<file path="src/hw/rpfm_pkg.sv">
// Package for the receiver pin function map: constants, modes and carrier structs
//
// Function
// RQ1: Code-division lanes: A-I, B-I, A-Q, B-Q
// RQ2: Wideband lanes: I msb, I msb-1, Q msb, Q msb-1
// RQ3: Parallel I word on channels four to seven
// RQ4: Parallel Q word on channels zero to three
// RQ5: Per-channel frame strobes; channel six frames parallel
// RQ6: Six-bit gain words, bit five most significant
// RQ7: Test bits 0-17 on gain c and port c
// RQ8: Test bits 18-35, clock, sync, flag placed
// RQ9: Each digital input port has own clock
// RQ10: Overrange flag accepted with each input sample
// RQ11: Second input port unused, not connected; the code still captures port d through u_cap_d
// RQ12: Host port: 16-bit data, 6-bit address, strobes
// RQ13: Format and test enable from configuration inputs
package rpfm_pkg;

  // ****************************************
  // Widths
  // ****************************************
  localparam int RPFM_NUM_CH = 8;
  localparam int RPFM_LANES = 4;
  localparam int RPFM_WORD_W = 16;
  localparam int RPFM_GAIN_W = 6;
  localparam int RPFM_TEST_W = 36;
  localparam int RPFM_ADDR_W = 6;
  localparam int RPFM_PAR_I_FIRST_CH = 4;
  localparam int RPFM_PAR_SYNC_CH = 6;

  // ****************************************
  // Test bus field positions
  // ****************************************
  localparam int RPFM_TB_GC_LO = 0;
  localparam int RPFM_TB_PORTC_LO = 2;
  localparam int RPFM_TB_GC_HI = 18;
  localparam int RPFM_TB_PORTD_LO = 20;
  localparam int RPFM_GAIN_SYNC_BIT = 0;
  localparam int RPFM_GAIN_CLK_BIT = 1;
  localparam int RPFM_GAIN_FLAG_BIT = 5;

  // ****************************************
  // Reset values
  // ****************************************
  localparam logic [5:0] RPFM_GAIN_RST = 6'h00;
  localparam logic [15:0] RPFM_WORD_RST = 16'h0000;

  // ****************************************
  // Output formats
  // ****************************************
  typedef enum logic [1:0] {
    RPFM_FMT_CODE_DIVISION = 2'b00,
    RPFM_FMT_WIDEBAND = 2'b01,
    RPFM_FMT_PARALLEL = 2'b10
  } rpfm_fmt_t;

  // One channel's serial bit pairs
  typedef struct packed {
    logic sub_a_i;
    logic sub_b_i;
    logic sub_a_q;
    logic sub_b_q;
  } rpfm_cd_bits_t;

  typedef struct packed {
    logic i_msb;
    logic i_msb_m1;
    logic q_msb;
    logic q_msb_m1;
  } rpfm_wb_bits_t;

  // One digital input sample with its overrange flag
  typedef struct packed {
    logic ovr;
    logic [15:0] data;
  } rpfm_sample_t;

  // Test bus word with its qualifiers
  typedef struct packed {
    logic flag;
    logic sync;
    logic clk;
    logic [35:0] data;
  } rpfm_test_t;

endpackage : rpfm_pkg

</file>
<file path="src/hw/rpfm_in_capture.sv">
// Input capture for one external digital port: two-flop synchroniser into clk
`timescale 1ns/1ps
module rpfm_in_capture
  import rpfm_pkg::*;
(
  // Clock and reset
  input wire logic clk,
  input wire logic sys_rst,
  // Pin side
  input wire logic [15:0] pin_data,
  input wire logic pin_ovr,
  input wire logic pin_clk,
  // Core side
  output rpfm_sample_t sample,
  output logic sample_clk
);

  // ****************************************
  // Synchroniser
  // ****************************************
  rpfm_sample_t stage1;
  logic clk_stage1;
  logic clk_stage2;

  always_ff @(posedge clk or posedge sys_rst) begin
    if (sys_rst) begin
      stage1 <= '0;
      sample <= '0;
    end else begin
      stage1 <= '{ovr: pin_ovr, data: pin_data}; // RQ10
      sample <= stage1;
    end
  end

  // Port clock carried as a level; the core edge-detects after the second flop
  always_ff @(posedge clk or posedge sys_rst) begin
    if (sys_rst) begin
      clk_stage1 <= 1'b0;
      clk_stage2 <= 1'b0;
    end else begin
      clk_stage1 <= pin_clk; // RQ9
      clk_stage2 <= clk_stage1;
    end
  end

  assign sample_clk = clk_stage2;

endmodule : rpfm_in_capture

</file>
<file path="src/hw/rpfm_top.sv">
// Receiver pin function map: output lane mux, gain outputs, test bus sharing
`timescale 1ns/1ps
module rpfm_top
  import rpfm_pkg::*;
(
  // Clock and reset
  input wire logic clk,
  input wire logic sys_rst,
  // Configuration
  input wire rpfm_fmt_t out_format,
  input wire logic test_bus_enable,
  // Channel data from the downconverter channels
  input wire rpfm_cd_bits_t [7:0] cd_bits,
  input wire rpfm_wb_bits_t [7:0] wb_bits,
  input wire logic [7:0] chan_frame,
  input wire logic [15:0] par_i_word,
  input wire logic [15:0] par_q_word,
  input wire logic par_frame,
  // Gain control and test bus sources
  input wire logic [5:0] gain_c_word,
  input wire logic [5:0] gain_d_word,
  input wire logic [5:0] gain_conv_word,
  input wire rpfm_test_t test_word,
  // Serial output lanes and frame strobes
  output logic [7:0][3:0] rxout,
  output logic [7:0] rx_frame_out,
  // Gain pins
  output logic [5:0] gain_conv,
  output logic [5:0] gain_unused,
  output logic [5:0] gain_c,
  output logic [5:0] gain_d,
  // Digital input port c and d pins
  input wire logic [15:0] port_c_in,
  output logic [15:0] port_c_out,
  output logic port_c_oe,
  input wire logic port_c_ovr,
  input wire logic port_c_clk,
  input wire logic [15:0] port_d_in,
  output logic [15:0] port_d_out,
  output logic port_d_oe,
  input wire logic port_d_ovr,
  input wire logic port_d_clk,
  // Captured samples to the channels
  output rpfm_sample_t sample_c,
  output rpfm_sample_t sample_d,
  output logic sample_c_clk,
  output logic sample_d_clk,
  // Host register port
  input wire logic [15:0] host_d_in,
  output logic [15:0] host_d_out,
  output logic host_d_oe,
  input wire logic [5:0] host_addr,
  input wire logic host_rd_n,
  input wire logic host_wr_n,
  input wire logic host_ce_n,
  input wire logic chip_reset_n,
  input wire logic [15:0] host_rdata,
  output logic host_wr_stb,
  output logic host_rd_stb,
  output logic [5:0] host_addr_q,
  output logic [15:0] host_wdata,
  output logic chip_reset_req
);

  // ****************************************
  // Lane selection
  // ****************************************
  function automatic logic [3:0] lane_word(input rpfm_fmt_t fmt, input rpfm_cd_bits_t cd,
                                           input rpfm_wb_bits_t wb, input logic [3:0] par);
    logic [3:0] res;
    res = 4'h0;
    case (fmt)
      RPFM_FMT_CODE_DIVISION: res = {cd.sub_a_i, cd.sub_b_i, cd.sub_a_q, cd.sub_b_q}; // RQ1
      RPFM_FMT_WIDEBAND: res = {wb.i_msb, wb.i_msb_m1, wb.q_msb, wb.q_msb_m1}; // RQ2
      RPFM_FMT_PARALLEL: res = {par[0], par[1], par[2], par[3]};
      default: res = 4'h0;
    endcase
    return res;
  endfunction : lane_word

  // Lane vector packs a as bit 3 down to d as bit 0
  genvar ch;
  generate
    for (ch = 0; ch < RPFM_NUM_CH; ch++) begin : g_lane
      logic [3:0] par_nib;
      if (ch >= RPFM_PAR_I_FIRST_CH) begin : g_i
        assign par_nib = par_i_word[(ch - RPFM_PAR_I_FIRST_CH) * 4 +: 4]; // RQ3
      end else begin : g_q
        assign par_nib = par_q_word[ch * 4 +: 4]; // RQ4
      end
      always_ff @(posedge clk or posedge sys_rst) begin
        if (sys_rst) begin
          rxout[ch] <= 4'h0;
        end else begin
          rxout[ch] <= lane_word(out_format, cd_bits[ch], wb_bits[ch], par_nib); // RQ13
        end
      end
      always_ff @(posedge clk or posedge sys_rst) begin
        if (sys_rst) begin
          rx_frame_out[ch] <= 1'b0;
        end else if (out_format == RPFM_FMT_PARALLEL) begin
          rx_frame_out[ch] <= (ch == RPFM_PAR_SYNC_CH) ? par_frame : 1'b0; // RQ5
        end else begin
          rx_frame_out[ch] <= chan_frame[ch]; // RQ5
        end
      end
    end
  endgenerate

  // ****************************************
  // Gain outputs and test bus sharing
  // ****************************************
  logic [5:0] next_gain_c;
  logic [5:0] next_gain_d;

  always_comb begin
    next_gain_c = gain_c_word; // RQ6
    next_gain_d = gain_d_word; // RQ6
    if (test_bus_enable) begin
      next_gain_c[5:4] = {test_word.data[RPFM_TB_GC_LO + 1], test_word.data[RPFM_TB_GC_LO]}; // RQ7
      next_gain_c[3:2] = {test_word.data[RPFM_TB_GC_HI + 1], test_word.data[RPFM_TB_GC_HI]}; // RQ8
      next_gain_c[RPFM_GAIN_CLK_BIT] = test_word.clk; // RQ8
      next_gain_c[RPFM_GAIN_SYNC_BIT] = test_word.sync; // RQ8
      next_gain_d[RPFM_GAIN_FLAG_BIT] = test_word.flag; // RQ8
    end
  end

  always_ff @(posedge clk or posedge sys_rst) begin
    if (sys_rst) begin
      gain_conv <= RPFM_GAIN_RST;
      gain_c <= RPFM_GAIN_RST;
      gain_d <= RPFM_GAIN_RST;
    end else begin
      gain_conv <= gain_conv_word; // RQ6
      gain_c <= next_gain_c;
      gain_d <= next_gain_d;
    end
  end

  // Unused second source carries nothing
  assign gain_unused = RPFM_GAIN_RST; // RQ6

  // Port pins turn to outputs only while the test bus owns them
  always_ff @(posedge clk or posedge sys_rst) begin
    if (sys_rst) begin
      port_c_out <= RPFM_WORD_RST;
      port_d_out <= RPFM_WORD_RST;
      port_c_oe <= 1'b0;
      port_d_oe <= 1'b0;
    end else begin
      port_c_out <= test_word.data[RPFM_TB_PORTC_LO +: RPFM_WORD_W]; // RQ7
      port_d_out <= test_word.data[RPFM_TB_PORTD_LO +: RPFM_WORD_W]; // RQ8
      port_c_oe <= test_bus_enable; // RQ7
      port_d_oe <= test_bus_enable; // RQ8
    end
  end

  // ****************************************
  // Digital input ports; each port has its own capture
  // ****************************************
  rpfm_in_capture u_cap_c (
    .clk(clk),
    .sys_rst(sys_rst),
    .pin_data(port_c_in),
    .pin_ovr(port_c_ovr),
    .pin_clk(port_c_clk),
    .sample(sample_c),
    .sample_clk(sample_c_clk)
  ); // RQ11

  rpfm_in_capture u_cap_d (
    .clk(clk),
    .sys_rst(sys_rst),
    .pin_data(port_d_in),
    .pin_ovr(port_d_ovr),
    .pin_clk(port_d_clk),
    .sample(sample_d),
    .sample_clk(sample_d_clk)
  );

  // ****************************************
  // Host port: strobes synchronised, read pulses on the asserting edge, write pulses on release
  // ****************************************
  logic [2:0] strb_s1;
  logic [2:0] strb_s2;
  logic [2:0] strb_s3;
  logic [5:0] addr_s1;
  logic [15:0] data_s1;
  logic rst_s1;
  logic rst_s2;
  logic rd_active;
  logic wr_active;
  logic wr_prev;
  logic rd_prev;

  always_ff @(posedge clk or posedge sys_rst) begin
    if (sys_rst) begin
      strb_s1 <= 3'h7;
      strb_s2 <= 3'h7;
      strb_s3 <= 3'h7;
      addr_s1 <= 6'h00;
      data_s1 <= RPFM_WORD_RST;
      host_addr_q <= 6'h00;
      host_wdata <= RPFM_WORD_RST;
      rst_s1 <= 1'b1;
      rst_s2 <= 1'b1;
    end else begin
      strb_s1 <= {host_ce_n, host_rd_n, host_wr_n}; // RQ12
      strb_s2 <= strb_s1;
      strb_s3 <= strb_s2;
      addr_s1 <= host_addr;
      data_s1 <= host_d_in;
      host_addr_q <= addr_s1;
      host_wdata <= data_s1;
      rst_s1 <= chip_reset_n;
      rst_s2 <= rst_s1;
    end
  end

  assign wr_active = !strb_s2[2] && !strb_s2[0];
  assign rd_active = !strb_s2[2] && !strb_s2[1];
  assign wr_prev = !strb_s3[2] && !strb_s3[0];
  assign rd_prev = !strb_s3[2] && !strb_s3[1];
  assign chip_reset_req = !rst_s2; // RQ12

  // Write is taken on release so the data has settled
  always_ff @(posedge clk or posedge sys_rst) begin
    if (sys_rst) begin
      host_wr_stb <= 1'b0;
      host_rd_stb <= 1'b0;
      host_d_oe <= 1'b0;
      host_d_out <= RPFM_WORD_RST;
    end else begin
      host_wr_stb <= wr_prev && !wr_active; // RQ12
      host_rd_stb <= rd_active && !rd_prev;
      host_d_oe <= rd_active; // RQ12
      host_d_out <= host_rdata;
    end
  end
endmodule : rpfm_top

</file>
<file path="config.mk">
export PLATFORM = sky130hd
export DESIGN_NAME = rpfm_top
export DESIGN_NICKNAME = d
export VERILOG_FILES = /design/src/hw/rpfm_pkg.sv /design/src/hw/rpfm_in_capture.sv /design/src/hw/rpfm_top.sv
export SDC_FILE = /design/constraint.sdc
export NUM_CORES = 1
export LEC_CHECK = 0
export ABC_AREA = 1
export ABC_CLOCK_PERIOD_IN_PS = 10420
export BUFFER_PORTS_ARGS = -buffer_cell sky130_fd_sc_hd__clkbuf_2
export CAP_MARGIN = 20
export CORE_MARGIN = 2
export CORE_UTILIZATION = 25
export CTS_BUF_LIST = sky130_fd_sc_hd__clkbuf_8
export DETAILED_ROUTE_END_ITERATION = 8
export PLACE_DENSITY = 0.6
export SYNTH_ARGS = -nofsm -noshare
export SYNTH_HDL_FRONTEND = slang
export SYNTH_HIERARCHICAL = 1
export SYNTH_SLANG_ARGS = --single-unit
</file>
<file path="constraint.sdc">
create_clock -name clk -period 10.42 [get_ports clk]
set_clock_uncertainty 0.05 [all_clocks]
set_input_delay 2.084 -clock clk [delete_from_list [all_inputs] [get_ports clk]]
set_output_delay 2.084 -clock clk [all_outputs]
set_load 0.01 [all_outputs]
</file>
==> qor.yml <==
status:
  status: "completed"
detailed_routing:
  drtIter0Drc: 191
  routed_via_density: 3.91
  firstDrtPassIters: 4
  post-route-drc-count: 0
  detail_route.wirelength_microns: 21000
  ant_nets: 0
  wire_per_inst_microns: 16.2
  num_vias: 5068
placed_design:
  dp_hpwl_microns: 16300
  post-place-ws_ns: 6.52
  gp_congestion: 0.799
  portBuffers: 414
critical_path:
  crit_chain: "inv_1 > clkbuf_2"
  critical_path_buf_inv_count: 2
  cpMaxStageDelayCell: "dfstp_2"
  crit_family: "flip-flops"
  cp_slowest_stage_delay_ns: 0.51
  critPathRequiredTime_ns: 8.29
  crit_type: "reg2out"
  cp_max_fo: 1
  worstSetupStartpointType: "register"
  cp_data_arrival_time_ns: 1.18
  cp-end-kind: "output pin"
timing:
  max_freq_ghz: 0.301
  setup_ws_ns: 7.10
  grt_setup_unrepaired: "no"
  period_minus_slack_ns: 3.32
  report.final.slew_viol_count: 0
  hold_viol: 0
  finalSetupViolCount: 0
  worstMarginPinSlew_ns: 0.881
  relSlewSlack_pct: 41.2
  hold_slack_ns: 0.293
  setup_tns_ns: 0
  fin_crit_sh_pct: 31.8
clocking:
  cts_resized: 0
  post_cts_buffers: 0
  cts.sinks: 237
  cts_buffer_depth: 3
  cts_tree: "done"
  cts_buffers: 40
  insertion_delay_ns: 0.53
  hold_buffers: 0
  clkTransAtPathRegs_ns: 0.06
  htree_levels: 2
  root_buffer: "clkbuf_8"
power:
  power.leakage_nw: 5.47
  peakVddDrop_v: 0.0000725
  powerDensity_nw_per_um2: 191
global_route:
  grt_first_pass_wirelength_microns: 29900
  antenna_found_initial: 0
  grt_max_degree: 99
  track_usage_pct: 13.7
  grt.overflow.total: 0
  grt_pass1_vias: 5186
floorplan:
  die_y_microns: 171
  rows: 61
  start_util_pct: 25.3
  die_area_sq_um: 29400
  io_pins: 421
  die_width_microns: 171
  fp.coreArea_sq_um: 27700
layout:
  layout-drive-gt1-share_pct: 55.0
  multiInputGateArea_sq_um: 791
  n_fill_cell: 2791
  areaGrowthSynthToFinish_pct: 45.6
  layout.nets: 1132
  diodes: 0
  layout_commonest_cell: "clkbuf_2"
  layout.area.seq_sq_um: 5940
  mostFrequentLayoutCells: "414 x clkbuf_2, 226 x dfrtp_1, 96 x nand3_1"
synthesis:
  synthTopCellsByArea: "dfrtp_1 81%, nand3_1 6.9%, dfstp_2 4.1%"
  synth_top_area_cell: "dfrtp_1"
  yosysSeqAreaShare_pct: 84.9
  synth_cell_type_count: 16
  netlist_instances: 446
  ys_ff_latch: 237
  yosysWarnings: 6
  synth_area_per_cell_sq_um: 15.7
  syn_area_sq_um: 7000
  yosysTopAreaCellShare_pct: 80.7
worst_hold_path:
  hp-class: "reg2reg"
run:
  cap_violations: 0
-- metrics by stage --
| stage | power [mW] | util [%] | cell area, sq um | instances |
|---|---|---|---|---|
| 2_1_floorplan | 1.07 | - | 7020 | 451 |
| 3_3_place_gp | 1.17 | 34.0 | 9410 | 1223 |
| 3_5_place_dp | 1.18 | 34.0 | 9410 | 1223 |
| 4_1_cts | 1.98 | 36.8 | 10200 | 1295 |
| 5_1_grt | 2.04 | 36.8 | 10200 | 1295 |
| 6_report | 1.95 | 36.8 | 10200 | 1295 |
-- cell usage after synthesis --
cell / count
nor3_1: 1
nor2_8: 1
conb_1: 1
inv_2: 3
nand2_2: 10
inv_1: 21
dfstp_2: 11
dfrtp_1: 226
buf_6: 4
nand3_1: 96
buf_4: 13
buf_12: 1
nand2_1: 34
buf_2: 7
o21ai_0: 7
nor2_1: 10
-- state kept, by name (all words and copies together), names as in the netlist, 6 cells and up --
name and cells:
gain_conv 6, gain_d 6, u_cap_c/sample 17, host_addr_q 6
rx_frame_out 8, addr_s1 6, u_cap_d/stage1 17, host_d_out 16
data_s1 16, gain_c 6, u_cap_c/stage1 17, port_c_out 16
u_cap_d/sample 17, rxout 32, port_d_out 16, host_wdata 16
-- layout make-up --
class                      count  area share, %
multi-input combinational    165           7.76
tap                          378           4.64
timing repair buffer         419           20.7
clock buffer                  48           6.48
clock inverter                24           1.19
sequential                   237           58.3
inverter                      24          0.933
-- cells by family after synthesis --
logic type / Yosys count / share of synthesized area [%]
flip-flops: 237 / 84.9
AND/OR/NAND/NOR: 152 / 10.5
AO/OA/AOI/OAI: 7 / 0.500
other: 1 / 0.0535
buffers and inverters: 49 / 4.11
-- worst register-to-register path: stages, from the launching register on --
cell,delay (ns)
dfstp_2,0.54
inv_1,0.04
nand2_1,0.08
inv_1,0.04
-- per-layer routing --
layer | vias to the layer above | global-route usage (%) | wire [microns]
met1 | 2400 | 15.3 | 7650
met2 | 323 | 23.5 | 10300
met4 | 0 | 4.83 | 584
li1 | 2301 | - | -
met5 | - | 0 | 0
met3 | 44 | 5.71 | 2500
-- worst paths after layout --
path | slack [ns] | start | depth (start not counted) | endpoint
worst max-delay path | 7.10 | rst_s2$_DFF_PP1_ | 2 | chip_reset_req
worst min-delay path | 0.29 | strb_s1[0]$_DFF_PP1_ | 0 | strb_s2[0]$_DFF_PP1_
worst max register to register | 9.57 | strb_s2[2]$_DFF_PP1_ | 3 | host_d_oe$_DFF_PP0_
worst min register to register | 0.29 | strb_s1[0]$_DFF_PP1_ | 0 | strb_s2[0]$_DFF_PP1_
max in group asynchronous | 7.19 | sys_rst | 3 | port_d_out[12]$_DFF_PP0_
min in group asynchronous | 1.63 | sys_rst | 3 | u_cap_c/stage1[11]$_DFF_PP0_
-- where the power goes --
part	internal (mW)	switching [mW]
clock	0.422	0.367
combinational	0.0689	0.0965
sequential	0.975	0.0161
total	1.47	0.479
Power figures use the tool's default switching activity.
